**config.mk**
```make
export PLATFORM = sky130hd
export DESIGN_NAME = ppm_port
export DESIGN_NICKNAME = d
export VERILOG_FILES = /design/src/ppm_pkg.sv /design/src/ppm_reg8.sv /design/src/ppm_port.sv
export SDC_FILE = /design/constraint.sdc
export NUM_CORES = 1
export LEC_CHECK = 0
export BUFFER_PORTS_ARGS = -buffer_cell sky130_fd_sc_hd__buf_4
export CAP_MARGIN = 40
export CORE_ASPECT_RATIO = 0.5
export CORE_UTILIZATION = 44
export DETAILED_ROUTE_END_ITERATION = 8
export HOLD_SLACK_MARGIN = 0.15
export MAX_ROUTING_LAYER = met4
export PLACE_DENSITY = 0.85
export SLEW_MARGIN = 10
export SYNTH_ARGS = -nofsm -noshare
export SYNTH_HDL_FRONTEND = slang
export SYNTH_HIERARCHICAL = 1
export SYNTH_SLANG_ARGS = --single-unit
export TNS_END_PERCENT = 30
```
**constraint.sdc**
```tcl
create_clock -name sys_clk_in -period 2.72 [get_ports sys_clk_in]
set_input_delay 0.136 -clock sys_clk_in [delete_from_list [all_inputs] [get_ports sys_clk_in]]
set_output_delay 0.136 -clock sys_clk_in [all_outputs]
set_load 0.005 [all_outputs]
```
**src/ppm_pkg.sv**
```systemverilog
// Purpose: Constants for the printer port pin mapping block
// Assumes: AHB-Lite register bus, 32-bit data, word-aligned registers
// Notes:   Offsets are byte addresses
package ppm_pkg;
    // Register byte offsets
    localparam logic [7:0] DATA_OFS   = 8'h00; // Port data latch
    localparam logic [7:0] STATUS_OFS = 8'h04; // Printer status
    localparam logic [7:0] CTRL_OFS   = 8'h08; // Printer control
    localparam logic [7:0] MODE_OFS   = 8'h0c; // Port mode select
    // Control bit positions
    localparam int CTL_STROBE = 0; // Data latch pulse
    localparam int CTL_ALF    = 1; // Auto line feed
    localparam int CTL_INIT   = 2; // Printer initialise
    localparam int CTL_SELIN  = 3; // Printer select
    localparam int CTL_DIR    = 5; // Data lines read back from printer
    // Status bit positions
    localparam int ST_FAULT   = 3;
    localparam int ST_SELECT  = 4;
    localparam int ST_PAPER   = 5;
    localparam int ST_ACK     = 6;
    localparam int ST_BUSY    = 7;
    // Reset values
    localparam logic [7:0] CTRL_RST = 8'h04; // Init released after reset
    localparam logic [7:0] DATA_RST = 8'h00;
    localparam logic [1:0] MODE_RST = 2'h0;  // Standard compatible mode
    localparam logic [1:0] MODE_STD = 2'h0;
endpackage : ppm_pkg

```
**src/ppm_reg8.sv**
```systemverilog
// Purpose: Byte register with write strobe and registered output
// Assumes: Single clock, asynchronous active-high reset
// Notes:   Used for the data latch and control register
module ppm_reg8 #(
    parameter logic [7:0] RST_VAL = 8'h00
) (
    input  wire logic       sys_clk_in, // System clock
    input  wire logic       rst_in,     // Async reset
    input  wire logic       wr_in,      // Write strobe
    input  wire logic [7:0] d_in,       // Write data
    output logic      [7:0] q_out       // Stored value
);
    logic [7:0] q_ff;
    logic [7:0] nxt_q;

    // Next value: load on strobe
    always_comb begin
        nxt_q = wr_in ? d_in : q_ff;
    end

    // Storage
    always_ff @(posedge sys_clk_in or posedge rst_in) begin
        if (rst_in) begin
            q_ff <= RST_VAL;
        end else begin
            q_ff <= nxt_q;
        end
    end

    assign q_out = q_ff;
endmodule : ppm_reg8

```
**src/ppm_port.sv**
```systemverilog
// Purpose: Standard-mode printer port pins behind AHB-Lite registers
// Assumes: Printer pins synchronous to sys_clk_in; single word transfers
// Notes:   Zero wait states; response always OKAY
// Operation
// - Init output equals control bit 2
// - Select output is inverse of bit 3
// - Status bit 4 reads printer selected
// - Status bit 5 reads paper out
// - Status bit 7 reads inverted busy
// - Status bit 6 reads acknowledge uninverted
// - Eight bidirectional data lines carry one byte
// - Strobe output is inverse of bit 0
// - Line feed output inverse of bit 1
// - Status bit 3 reads fault uninverted
module ppm_port (
    input  wire logic        sys_clk_in,              // 25 MHz clock
    input  wire logic        rst_in,                  // Async reset
    input  wire logic        hsel,                    // AHB select
    input  wire logic [31:0] haddr,                   // AHB address
    input  wire logic [1:0]  htrans,                  // AHB transfer type
    input  wire logic        hwrite,                  // AHB direction
    input  wire logic [2:0]  hsize,                   // AHB size
    input  wire logic [31:0] hwdata,                  // AHB write data
    input  wire logic        hready,                  // AHB bus ready
    output logic      [31:0] hrdata,                  // AHB read data
    output logic             hreadyout,               // AHB slave ready
    output logic             hresp,                   // AHB response
    output logic             printer_initialise_n,    // Init output
    output logic             printer_select_out_n,    // Select output
    output logic             data_latch_pulse_n,      // Strobe output
    output logic             auto_line_feed_n,        // Line feed output
    input  wire logic        printer_selected_in,     // Printer powered
    input  wire logic        paper_out_in,            // No paper
    input  wire logic        printer_busy_in,         // Printer busy
    input  wire logic        printer_acknowledge_n,   // Acknowledge
    input  wire logic        printer_fault_n,         // Error
    input  wire logic [7:0]  port_data_in_in,         // Data lines sensed
    output logic      [7:0]  port_data_out_out,       // Data lines driven
    output logic             port_data_oe_n_out,      // Low while driving
    output logic             std_mode_out             // High in standard mode
);
    ////////////////////////////////////////////////////////////////////
    // Bus address phase capture
    logic       wr_pend_ff;  // Write data phase pending
    logic       nxt_wr_pend;
    logic [7:0] addr_ff;     // Captured offset
    logic [7:0] nxt_addr;
    logic [1:0] mode_ff;     // Port mode
    logic [1:0] nxt_mode;
    logic [31:0] rdata_ff;   // Registered read data
    logic [31:0] nxt_rdata;
    logic [7:0] ctrl_q;      // Control register
    logic [7:0] data_q;      // Data latch
    logic [7:0] status;      // Live status byte
    logic       take;        // Valid address phase
    logic       wr_ctrl;
    logic       wr_data;

    // Valid transfer sampled while bus ready
    assign take = hsel && hready && htrans[1];

    // Zero-extend a register byte onto the read bus
    function automatic logic [31:0] rd_word(input logic [7:0] b);
        return {24'h00_0000, b};
    endfunction : rd_word

    // Status byte: live pins, low bits read zero
    // Levels are not latched: a read shows the pins at its address phase
    always_comb begin
        status = 8'h00;
        status[ppm_pkg::ST_FAULT]  = printer_fault_n;
        status[ppm_pkg::ST_SELECT] = printer_selected_in;
        status[ppm_pkg::ST_PAPER]  = paper_out_in;
        status[ppm_pkg::ST_ACK]    = printer_acknowledge_n;
        status[ppm_pkg::ST_BUSY]   = ~printer_busy_in;
    end

    // Next values for bus state; read data formed in address phase
    always_comb begin
        nxt_wr_pend = take && hwrite;
        nxt_addr    = take ? haddr[7:0] : addr_ff;
        nxt_rdata   = rdata_ff;
        nxt_mode    = mode_ff;
        if (take && !hwrite) begin
            case (haddr[7:0])
                ppm_pkg::DATA_OFS: begin
                    // Sensed lines when turned round, else latch
                    nxt_rdata = rd_word(ctrl_q[ppm_pkg::CTL_DIR] ?
                                        port_data_in_in : data_q);
                end
                ppm_pkg::STATUS_OFS: nxt_rdata = rd_word(status);
                ppm_pkg::CTRL_OFS:   nxt_rdata = rd_word(ctrl_q);
                ppm_pkg::MODE_OFS:   nxt_rdata = rd_word({6'h00, mode_ff});
                default:             nxt_rdata = 32'h0; // Unmapped reads zero
            endcase
        end
        if (wr_pend_ff && addr_ff == ppm_pkg::MODE_OFS) begin
            nxt_mode = hwdata[1:0];
        end
    end

    // Bus state registers
    always_ff @(posedge sys_clk_in or posedge rst_in) begin
        if (rst_in) begin
            wr_pend_ff <= 1'b0;
            addr_ff    <= 8'h00;
            rdata_ff   <= 32'h0;
            mode_ff    <= ppm_pkg::MODE_RST;
        end else begin
            wr_pend_ff <= nxt_wr_pend;
            addr_ff    <= nxt_addr;
            rdata_ff   <= nxt_rdata;
            mode_ff    <= nxt_mode;
        end
    end

    assign wr_ctrl   = wr_pend_ff && (addr_ff == ppm_pkg::CTRL_OFS);
    assign wr_data   = wr_pend_ff && (addr_ff == ppm_pkg::DATA_OFS);
    assign hrdata    = rdata_ff;
    assign hreadyout = 1'b1; // Never waits
    assign hresp     = 1'b0; // Always OKAY

    ////////////////////////////////////////////////////////////////////
    // Control and data registers
    ppm_reg8 #(.RST_VAL(ppm_pkg::CTRL_RST)) u_ctrl (
        .sys_clk_in (sys_clk_in),
        .rst_in     (rst_in),
        .wr_in      (wr_ctrl),
        .d_in       (hwdata[7:0]),
        .q_out      (ctrl_q)
    );

    ppm_reg8 #(.RST_VAL(ppm_pkg::DATA_RST)) u_data (
        .sys_clk_in (sys_clk_in),
        .rst_in     (rst_in),
        .wr_in      (wr_data),
        .d_in       (hwdata[7:0]),
        .q_out      (data_q)
    );

    ////////////////////////////////////////////////////////////////////
    // Pin mapping; outside standard mode the four control pins idle inactive and
    // other logic takes them over
    assign std_mode_out = (mode_ff == ppm_pkg::MODE_STD);

    always_comb begin
        if (std_mode_out) begin
            // Init follows bit 2 unchanged; the other three are inverted
            printer_initialise_n = ctrl_q[ppm_pkg::CTL_INIT];
            printer_select_out_n = ~ctrl_q[ppm_pkg::CTL_SELIN];
            data_latch_pulse_n   = ~ctrl_q[ppm_pkg::CTL_STROBE];
            auto_line_feed_n     = ~ctrl_q[ppm_pkg::CTL_ALF];
        end else begin
            // Inactive levels while reassigned
            printer_initialise_n = 1'b1;
            printer_select_out_n = 1'b1;
            data_latch_pulse_n   = 1'b1;
            auto_line_feed_n     = 1'b1;
        end
    end

    // Data latch drives lines unless turned round for input
    assign port_data_out_out  = data_q;
    assign port_data_oe_n_out = ctrl_q[ppm_pkg::CTL_DIR];

    ////////////////////////////////////////////////////////////////////
    // Assertions
    // Init, select and line feed levels are checked every cycle in standard mode, strobe
    // after a control write that sets bit 0; status bits one edge after the address phase, once hrdata has been loaded
    a_init_level: assert property (@(posedge sys_clk_in) disable iff (rst_in)
        std_mode_out |-> printer_initialise_n == ctrl_q[2])
        else $error("init output mismatch");
    a_select_inv: assert property (@(posedge sys_clk_in) disable iff (rst_in)
        std_mode_out |-> printer_select_out_n != ctrl_q[3])
        else $error("select output mismatch");
    a_status_sel: assert property (@(posedge sys_clk_in) disable iff (rst_in)
        take && !hwrite && haddr[7:0] == 8'h04 |=> hrdata[4] == $past(printer_selected_in))
        else $error("status select bit wrong");
    a_status_paper: assert property (@(posedge sys_clk_in) disable iff (rst_in)
        take && !hwrite && haddr[7:0] == 8'h04 |=> hrdata[5] == $past(paper_out_in))
        else $error("status paper bit wrong");
    a_status_busy: assert property (@(posedge sys_clk_in) disable iff (rst_in)
        take && !hwrite && haddr[7:0] == 8'h04 |=> hrdata[7] != $past(printer_busy_in))
        else $error("status busy bit wrong");
    a_status_ack: assert property (@(posedge sys_clk_in) disable iff (rst_in)
        take && !hwrite && haddr[7:0] == 8'h04 |=> hrdata[6] == $past(printer_acknowledge_n))
        else $error("status ack bit wrong");
    a_data_write: assert property (@(posedge sys_clk_in) disable iff (rst_in)
        wr_data |=> port_data_out_out == $past(hwdata[7:0]))
        else $error("data latch not loaded");
    a_strobe_inv: assert property (@(posedge sys_clk_in) disable iff (rst_in)
        wr_ctrl && std_mode_out && hwdata[0] |=> !data_latch_pulse_n)
        else $error("strobe not asserted");
    a_alf_inv: assert property (@(posedge sys_clk_in) disable iff (rst_in)
        std_mode_out |-> auto_line_feed_n != ctrl_q[1])
        else $error("line feed output mismatch");
    a_status_fault: assert property (@(posedge sys_clk_in) disable iff (rst_in)
        take && !hwrite && haddr[7:0] == 8'h04 |=> hrdata[3] == $past(printer_fault_n))
        else $error("status fault bit wrong");
    a_mode_idle: assert property (@(posedge sys_clk_in) disable iff (rst_in)
        !std_mode_out |-> data_latch_pulse_n && printer_select_out_n &&
                          printer_initialise_n && auto_line_feed_n)
        else $error("pins not idle outside standard mode");
    a_dir_release: assert property (@(posedge sys_clk_in) disable iff (rst_in)
        port_data_oe_n_out == ctrl_q[ppm_pkg::CTL_DIR])
        else $error("data line enable does not follow direction bit");
    a_dir_sense: assert property (@(posedge sys_clk_in) disable iff (rst_in)
        take && !hwrite && haddr[7:0] == ppm_pkg::DATA_OFS && ctrl_q[ppm_pkg::CTL_DIR]
        |=> hrdata[7:0] == $past(port_data_in_in))
        else $error("sensed data lines not returned");

    c_strobe: cover property (@(posedge sys_clk_in) disable iff (rst_in)
        !data_latch_pulse_n ##1 data_latch_pulse_n);
    c_status_rd: cover property (@(posedge sys_clk_in) disable iff (rst_in)
        take && !hwrite && haddr[7:0] == 8'h04);
    c_turnround: cover property (@(posedge sys_clk_in) disable iff (rst_in)
        port_data_oe_n_out);
    // Pins handed to other logic, and a status read during acknowledge
    c_mode_ext: cover property (@(posedge sys_clk_in) disable iff (rst_in)
        !std_mode_out);
    c_ack_read: cover property (@(posedge sys_clk_in) disable iff (rst_in)
        take && !hwrite && haddr[7:0] == ppm_pkg::STATUS_OFS && !printer_acknowledge_n);
endmodule : ppm_port

```
Yosys cells after proc, flatten, opt, wreduce, memory -nomap -nowiden
Index checks and enable logic that the tools add are counted.
{"block": "word_totals", "regBits": 59, "latchBits": 0, "ram_bits": 0, "romBits": 0, "input_bits": 87, "out_inout_bits": 48, "elab_cells": 32, "n_memories": 0}
{"block": "op_classes", "addsub": 0, "n_mul": 0, "n_div": 0, "n_lt_le_gt_ge": 0, "eq_ne": 5, "n_shift": 0, "n_mux": 6, "n_bitwise": 4, "n_reduce_logical": 11}
{"cell": "$eq A8 B4 Y1 const B", "count": 4}
{"cell": "$pmux W8 S4", "count": 1}
{"cell": "$logic_not A8 Y1", "count": 2}
{"cell": "$eq A8 B3 Y1 const B", "count": 1}
{"cell": "$mux W8", "count": 1}
{"cell": "$logic_and A1 B1 Y1", "count": 7}
{"cell": "$mux W1", "count": 4}
{"cell": "$not A1 Y1", "count": 4}
{"cell": "$logic_not A2 Y1", "count": 1}
{"cell": "$logic_not A1 Y1", "count": 1}

Depth between registers and ports, before layout
Gate-level depths: netlist of run 1.
{"block": "depth", "word_depth": 3, "depth_mapped": 5}

Modules after synthesis
Netlist of run 1, hierarchy kept.
{"module": "ppm_port", "instances": 1, "cells_each": 126, "area_per_inst_um2": 1233.7}
{"module": "ppm_reg8 at u_ctrl", "instances": 1, "cells_each": 18, "area_per_inst_um2": 336.6}
{"module": "ppm_reg8 at u_data", "instances": 1, "cells_each": 18, "area_per_inst_um2": 335.3}

Worst setup path after synthesis of run 1
OpenSTA, ideal clock, no wires.
{"block": "synth_timing", "kind": "register -> register", "from": "register addr_ff[1]", "to": "register u_ctrl.q_ff[0] (netlist: u_ctrl/q_out[0])", "setup_time_ns": 0.125, "t_arrival_ns": 1.436, "slack_ns": 1.159, "stages_incl_launch_ff": 6, "n_path_buf": 1, "period_less_slack_ns": 1.561, "path_cell_list": "dfrtp_1 > nor4b_1 > nand2_1 > nor3b_1 > buf_6 > mux2_4"}
{"block": "synth_via", "elab_chain_cells": 2}
{"element": "start, declared", "line_no": "ppm_port.sv:46", "text": "logic [7:0] addr_ff;"}
{"element": "start signal, assigned", "line_no": "ppm_port.sv:111", "text": "addr_ff <= nxt_addr;"}
{"element": "$eq A8 B4 Y1", "line_no": "ppm_port.sv:117", "text": "assign wr_ctrl = wr_pend_ff && (addr_ff == ppm_pkg::CTRL_OFS);"}
{"element": "$logic_and A1 B1 Y1", "line_no": "ppm_port.sv:117"}
{"element": "via wr_ctrl", "line_no": "ppm_port.sv:56", "text": "logic wr_ctrl;"}
{"element": "end signal, assigned", "line_no": "ppm_reg8.sv:26", "text": "q_ff <= nxt_q;"}
{"element": "end, declared", "line_no": "ppm_reg8.sv:13", "text": "logic [7:0] q_ff;"}
The timed path passes the listed nets, and every way through them passes these cells.
A chain may end at the register's enable or synchronous reset.

Worst setup path in the final report of run 1
{"block": "layout_timing", "from": "register addr_ff[1]", "to": "register u_ctrl.q_ff[4] (netlist: u_ctrl/q_out[4])"}
Same word-level chain as after synthesis.

==> results.py, run 1 <==
metrics = {
    "finish": {
        "final_util": 0.633,
        "fin_nets": 325,
        "layout_common_cells": "58 x buf_4, 34 x dfrtp_1, 26 x conb_1, 19 x dlygate4sd3_1, 16 x mux2_4",
        "n_fill_cell": 292,
        "layout_commonest_cell": "buf_4",
        "synthToLayoutAreaGrowth_pct": 33.7,
        "final_cell_count_no_fill": 293,
        "layout-drive-gt1-share": 0.423,
        "n_antenna_cell": 0,
    },
    "pwr": {
        "power.density_mw_per_mm2": 471,
        "p_leak_nw": 1.24,
        "pwr-share-comb": 0.163,
        "p_sw_frac": 0.245,
        "switchingPower_w": 0.000294,
        "peakVddDrop_mv": 0.256,
        "intPower_w": 0.000906,
        "p_total_w": 0.00120,
        "pwr-share-clk": 0.348,
        "seqPwrFrac": 0.489,
    },
    "grt": {
        "grt_pass1_vias": 1416,
        "grt_pass1_wl_um": 7050,
        "grt_antenna_before_repair": 0,
        "grt_usage": 0.212,
        "gr-total-overflow": 0,
        "grt_max_degree": 20,
    },
    "logic_synthesis": {
        "synthArstFlopShare": 1.00,
        "synth.avg_cell_area_um2": 11.8,
        "synth_xor_area_frac": 0,
        "synth_flop_cell": "dfrtp_1",
        "synth_compound_area_frac": 0.0565,
        "synth.area.mux_share": 0.236,
        "synth_cell_types": 26,
        "yosysSeqAreaShare": 0.460,
        "synth_seq_cells": 35,
        "synth-simple-area-share": 0.108,
        "netlist_instances": 162,
        "synth-edff-count": 0,
        "synth_top_family_by_area": "multiplexers",
        "synth_fa_ha_area_frac": 0,
        "synthesis.area_mm2": 0.00191,
        "yosys_warnings": 6,
    },
    "worst_hold_path": {
        "min_from": "paper_out_in",
        "holdCritPathClass": "primary input to flop",
        "hold_end": "hrdata[5]",
        "min_delay_path_depth": 3,
    },
    "clocking": {
        "cts_root_buffer": "clkbuf_8",
        "clkTransAtPathRegs_ns": 0.07,
        "numCtsBuffers": 5,
        "clock_sinks": 35,
        "clkLatencyLatePin_ns": 0.29,
        "htreeDepth": 2,
        "cts_setup_buffers": 0,
        "clock_path_buffers": 2,
        "post_cts_resized": 0,
        "cts_tree": "done",
    },
    "drt": {
        "routed_wl_um": 4350,
        "drc": 0,
        "drt-initial-drc-count": 67,
        "avgRoutedWirePerCell_um": 14.8,
        "firstDrtPassIters": 6,
        "viasPerCell": 4.93,
        "via_count": 1444,
        "drt.antenna.violating_nets": 0,
    },
    "critical_path": {
        "startpoint_type": "flop",
        "crit_path_max_fanout": 8,
        "r2r-start": "addr_ff[1]",
        "crit_family": "simple AND/OR/NAND/NOR gates",
        "reg2reg_slack_ns": 0.92,
        "crit_path_cell_trace": "nor4b_1 -> nand2_1 -> nor3b_1 -> buf_4 -> mux2_4",
        "cp_slowest_stage_delay_ns": 0.39,
        "slowest_stage": "dfrtp_1",
        "worstPathRequired_ns": 2.89,
        "r2r_end": "u_ctrl/q_out[4]",
        "timing_worst_setup_path_type": "flop to flop",
        "reg2regPathDepth": 5,
        "arrival_ns": 1.98,
        "end_kind": "flop",
        "path_buf_inv": 1,
    },
    "timing": {
        "skew_ns": 0.00605,
        "period_minus_slack_ns": 1.80,
        "tns_ns": 0,
        "setup_viol": 0,
        "timing.hold.ws_ns": 0.159,
        "fmaxAchievable_mhz": 554,
        "slew_headroom": 0.528,
        "period_share": 0.663,
        "worst_pin_slew_ns": 0.707,
        "rsz0062_at_grt": "no",
        "hold_viol_final": 0,
        "finalMaxSlewViolations": 0,
    },
    "die": {
        "core.rowCount": 16,
        "io_pins": 135,
        "initial_core_util": 0.474,
        "die_w_um": 95.1,
        "fp.coreArea_mm2": 0.00402,
        "die_area_mm2": 0.00461,
        "die_h_um": 48.5,
    },
    "place": {
        "io_buffers": 56,
        "post-place-cells": 266,
        "gp_congestion": 0.827,
        "post-dp-hpwl_um": 3010,
    },
    "flow_run": {
        "maxCapViolations": 0,
    },
    "run_status": {
        "status": "complete, no violations",
    },
}
-- timing repair --
action	CTS	global route
hold buffers	19	0
endpoints found under the setup margin	0	0
endpoints found under the hold margin	63	0
-- registers in the layout (all words and copies together) (netlist names) --
register	flops
u_ctrl/q_out	8
mode_ff	2
hrdata	8
u_data/q_out	8
wr_pend_ff	1
addr_ff	8
-- layer usage --
layer / part of all wire / vias up / global-route usage
li1: - / 655 / -
met1: 0.40 / 707 / 0.250
met2: 0.52 / 67 / 0.352
met3: 0.052 / 15 / 0.0346
met4: 0.032 / 0 / 0.106
met5: 0 / - / -
-- worst reg2reg max path: cells and delay by family (launching register included) --
kind                   cells  cell delay (ns)
buffers and inverters      1             0.25
DFF                        1             0.39
muxes                      1             0.33
and+or+nand+nor            3             0.71
-- per-stage QoR --
step | setup slack, ns | cell area (um^2)
floorplan | 1.16 | 2000
global placement | 1.07 | 2250
detailed placement | 0.937 | 2250
CTS | 0.917 | 2550
global route | 0.807 | 2550
finish | 0.916 | 2550
-- kinds of logic (layout without fill, tap and decap cells) --
family	count (synthesis)	count (layout)
AND/OR/NAND/NOR	38	38
flip-flops	35	35
other	2	26
buffers and inverters	36	89
AO/OA/AOI/OAI	16	16
multiplexers	35	35
-- cell usage after synthesis (all sizes together), types with 2 or more instances --
| cell type | n | area (um^2) |
|---|---|---|
| a221oi | 5 | 43.8 |
| a22oi | 2 | 15.0 |
| buf | 32 | 244 |
| conb | 2 | 7.51 |
| dfrtp | 34 | 851 |
| inv | 4 | 15.0 |
| mux2 | 31 | 409 |
| mux2i | 4 | 40.0 |
| nand2 | 14 | 52.6 |
| nor2 | 7 | 26.3 |
| nor2b | 4 | 25.0 |
| nor3 | 5 | 25.0 |
| nor3b | 2 | 15.0 |
| o21ai | 7 | 35.0 |
-- worst max-delay path by stage --
stage                     slack [ns]       start              end  cells past startpoint
final                           0.92  addr_ff[1]  u_ctrl/q_out[4]                      5
after global routing            0.81  addr_ff[1]  u_ctrl/q_out[4]                      5
after CTS                       0.92  addr_ff[1]  u_ctrl/q_out[4]                      5
after detailed placement        0.94  addr_ff[1]  u_ctrl/q_out[4]                      5
after global placement          1.07  addr_ff[1]  u_ctrl/q_out[7]                      5
after floorplan                 1.16  addr_ff[1]  u_ctrl/q_out[0]                      5
-- area by class of cell --
cell class | instances | area, um^2 | area share
Clock buffer | 7 | 96.3 | 0.0378
Clock inverter | 1 | 7.51 | 0.00295
Inverter | 4 | 15.0 | 0.00589
Multi-Input combinational cell | 115 | 860 | 0.337
Sequential cell | 35 | 877 | 0.344
Tap cell | 54 | 67.6 | 0.0265
Timing Repair Buffer | 77 | 626 | 0.245
-- power by group through the flow --
stage | sequential [W] | combinational (W) | clock, W
finish | 0.000587 | 0.000195 | 0.000418
global route | 0.000591 | 0.000213 | 0.000446
CTS | 0.000587 | 0.000194 | 0.000424
detailed placement | 0.000596 | 0.000171 | 0
global placement | 0.000593 | 0.000165 | 0
floorplan | 0.000587 | 0.000122 | 0
Note: power is estimated with default switching activity, not from simulation.
==> run 2: changes to the inputs <==
--- a/config.mk
+++ b/config.mk
@@ -8,11 +8,11 @@
 export BUFFER_PORTS_ARGS = -buffer_cell sky130_fd_sc_hd__buf_4
 export CAP_MARGIN = 40
 export CORE_ASPECT_RATIO = 0.5
-export CORE_UTILIZATION = 44
+export CORE_UTILIZATION = 37
 export DETAILED_ROUTE_END_ITERATION = 8
 export HOLD_SLACK_MARGIN = 0.15
 export MAX_ROUTING_LAYER = met4
-export PLACE_DENSITY = 0.85
+export PLACE_DENSITY = 0.76
 export SLEW_MARGIN = 10
 export SYNTH_ARGS = -nofsm -noshare
 export SYNTH_HDL_FRONTEND = slang
==> constraint.sdc (replaced) <==
create_clock -name sys_clk_in -period 1.6 [get_ports sys_clk_in]
set_input_delay 0.08 -clock sys_clk_in [delete_from_list [all_inputs] [get_ports sys_clk_in]]
set_output_delay 0.08 -clock sys_clk_in [all_outputs]
set_load 0.005 [all_outputs]
==> run 2 against run 1 <==
  * The run now ends with negative setup slack left
  * Die area up 18%
  * Fmax up 10%
  * Sequential power up 70%
  * Critical path depth stayed put
  * Sequential share of layout area decreased by 1.1 points
  * Sequential cell count unchanged
  * Non-clock buffer count up 6
==> results.py, run 2 (synthesis results as in run 1) <==
metrics = {
    "finish": {
        "final_area_mm2": 0.00263,
        "layout_commonest_cell": "buf_4",
        "multi_input_area_um2": 883,
        "final_cell_count_no_fill": 315,
        "fin_nets": 331,
        "n_antenna_cell": 0,
        "layout_common_cells": "58 x buf_4, 33 x dfrtp_1, 26 x conb_1, 23 x dlygate4sd3_1, 16 x mux2_4",
        "layout-drive-gt1-share": 0.433,
        "synthToLayoutAreaGrowth_pct": 38.2,
        "final_util": 0.534,
        "seq_area_um2": 878,
        "n_fill_cell": 414,
    },
    "die": {
        "die_area_mm2": 0.00546,
        "die_w_um": 103,
        "initial_core_util": 0.386,
        "core.rowCount": 18,
        "die_h_um": 52.7,
        "io_pins": 135,
        "fp.coreArea_mm2": 0.00493,
    },
    "drt": {
        "viasPerCell": 4.65,
        "routed_wl_um": 4420,
        "firstDrtPassIters": 4,
        "via_count": 1464,
        "drt.antenna.violating_nets": 0,
        "drt-initial-drc-count": 75,
        "avgRoutedWirePerCell_um": 14.0,
        "drc": 0,
    },
    "critical_path": {
        "end_kind": "flop",
        "crit_path_cell_trace": "nor4b_2 -> nand2_1 -> nor3b_2 -> buf_6 -> mux2_4",
        "worstPathRequired_ns": 1.77,
        "slowest_stage": "dfrtp_1",
        "arrival_ns": 1.80,
        "cp_slowest_stage_delay_ns": 0.38,
        "timing_worst_setup_path_type": "flop to flop",
        "crit_path_max_fanout": 8,
        "startpoint_type": "flop",
    },
    "clocking": {
        "clkLatencyLatePin_ns": 0.29,
        "clock_sinks": 35,
        "cts_tree": "done",
        "cts_root_buffer": "clkbuf_8",
        "numCtsBuffers": 5,
        "clkTransAtPathRegs_ns": 0.07,
        "clock_path_buffers": 2,
        "htreeDepth": 2,
    },
    "timing": {
        "rsz0062_at_grt": "yes",
        "skew_ns": 0.00771,
        "fmaxAchievable_mhz": 611,
        "hold_viol_final": 0,
        "worst_slack_ns": -0.0365,
        "period_share": 1.02,
        "finalMaxSlewViolations": 0,
        "period_minus_slack_ns": 1.64,
        "setup_viol": 7,
        "slew_headroom": 0.520,
        "worst_pin_slew_ns": 0.719,
    },
    "place": {
        "post-dp-hpwl_um": 3020,
        "io_buffers": 56,
        "post-place-cells": 283,
        "placed_cell_area_mm2": 0.00228,
        "gp_congestion": 0.783,
    },
    "grt": {
        "gr-total-overflow": 0,
        "grt_usage": 0.181,
        "grt_pass1_wl_um": 7000,
        "grt_antenna_before_repair": 0,
        "grt_pass1_vias": 1420,
        "grt_max_degree": 20,
    },
    "run_status": {
        "status": "finished, violations left",
        "violations": "negative setup slack",
    },
    "pwr": {
        "peakVddDrop_mv": 0.325,
        "p_total_w": 0.00196,
        "p_leak_nw": 1.26,
        "power.density_mw_per_mm2": 743,
    },
    "flow_run": {
        "maxCapViolations": 0,
    },
    "worst_hold_path": {
        "holdCritPathClass": "primary input to flop",
    },
}
==> run 2: cell types whose count changed in the layout (fill, tap and decap cells not counted), sizes merged <==
cell and change:
dlygate4sd3 +4, buf +2, clkinvlp -1, clkinv +1
==> run 2: what timing repair did <==
action                     4_1_cts  5_1_grt
gates resized for setup          6        2
setup endpoints to repair       16       21
pin swaps                        1        0
buffers inserted                 1        0
hold buffers                    23        0
hold endpoints to repair        67        0
==> run 2: path summary, 6_finish.rpt <==
check                                   start              end  slack [ns]  cells after the start
max                                addr_ff[1]  u_ctrl/q_out[0]       -0.04                      5
min                        port_data_in_in[1]        hrdata[1]        0.22                      4
max reg2reg                        addr_ff[1]  u_ctrl/q_out[0]       -0.04                      5
min reg2reg                         hrdata[1]        hrdata[1]        0.50                      2
max in group asynchronous              rst_in       mode_ff[1]        0.62                      3
min in group asynchronous              rst_in  u_ctrl/q_out[1]        0.36                      3
==> run 2: layout make-up <==
cell class	count	share of cell area
multi-input combinational	115	0.335
sequential	35	0.333
timing repair buffer	83	0.261
tap	70	0.0333
clock buffer	7	0.0290
inverter	4	0.00570
clock inverter	1	0.00190
==> run 2: metal layers <==
metal  part of all wire  GRT usage  wire [um]  vias up
li1                   -          -          -      669
met1               0.42      0.210       1870      728
met2               0.51      0.297       2280       59
met3              0.046     0.0520        202        8
met4              0.016     0.0822         70        0
met5                  0          -          0        -
==> run 2: critical path, delay by kind of cell (launching register included) <==
family        cells  cell delay, ns
buf+inv           1            0.19
flops             1            0.38
mux               1            0.31
simple gates      3            0.63
==> run 2: metrics by stage <==
stage          TNS, ns  hold slack, ns  setup WS [ns]
2_1_floorplan        0          -0.105         0.0390
3_3_place_gp    -0.627          0.0606        -0.0622
3_5_place_dp     -1.06          0.0698        -0.0747
4_1_cts         -0.105           0.220        -0.0195
5_1_grt          -1.25           0.236         -0.101
6_report        -0.184           0.221        -0.0365
==> run 2: power breakdown <==
part	switching, W	internal [W]	total (W)
logic	0.000136	0.000209	0.000344
registers	0.0000516	0.000949	0.00100
clock network	0.000308	0.000305	0.000613
total	0.000495	0.00146	0.00196
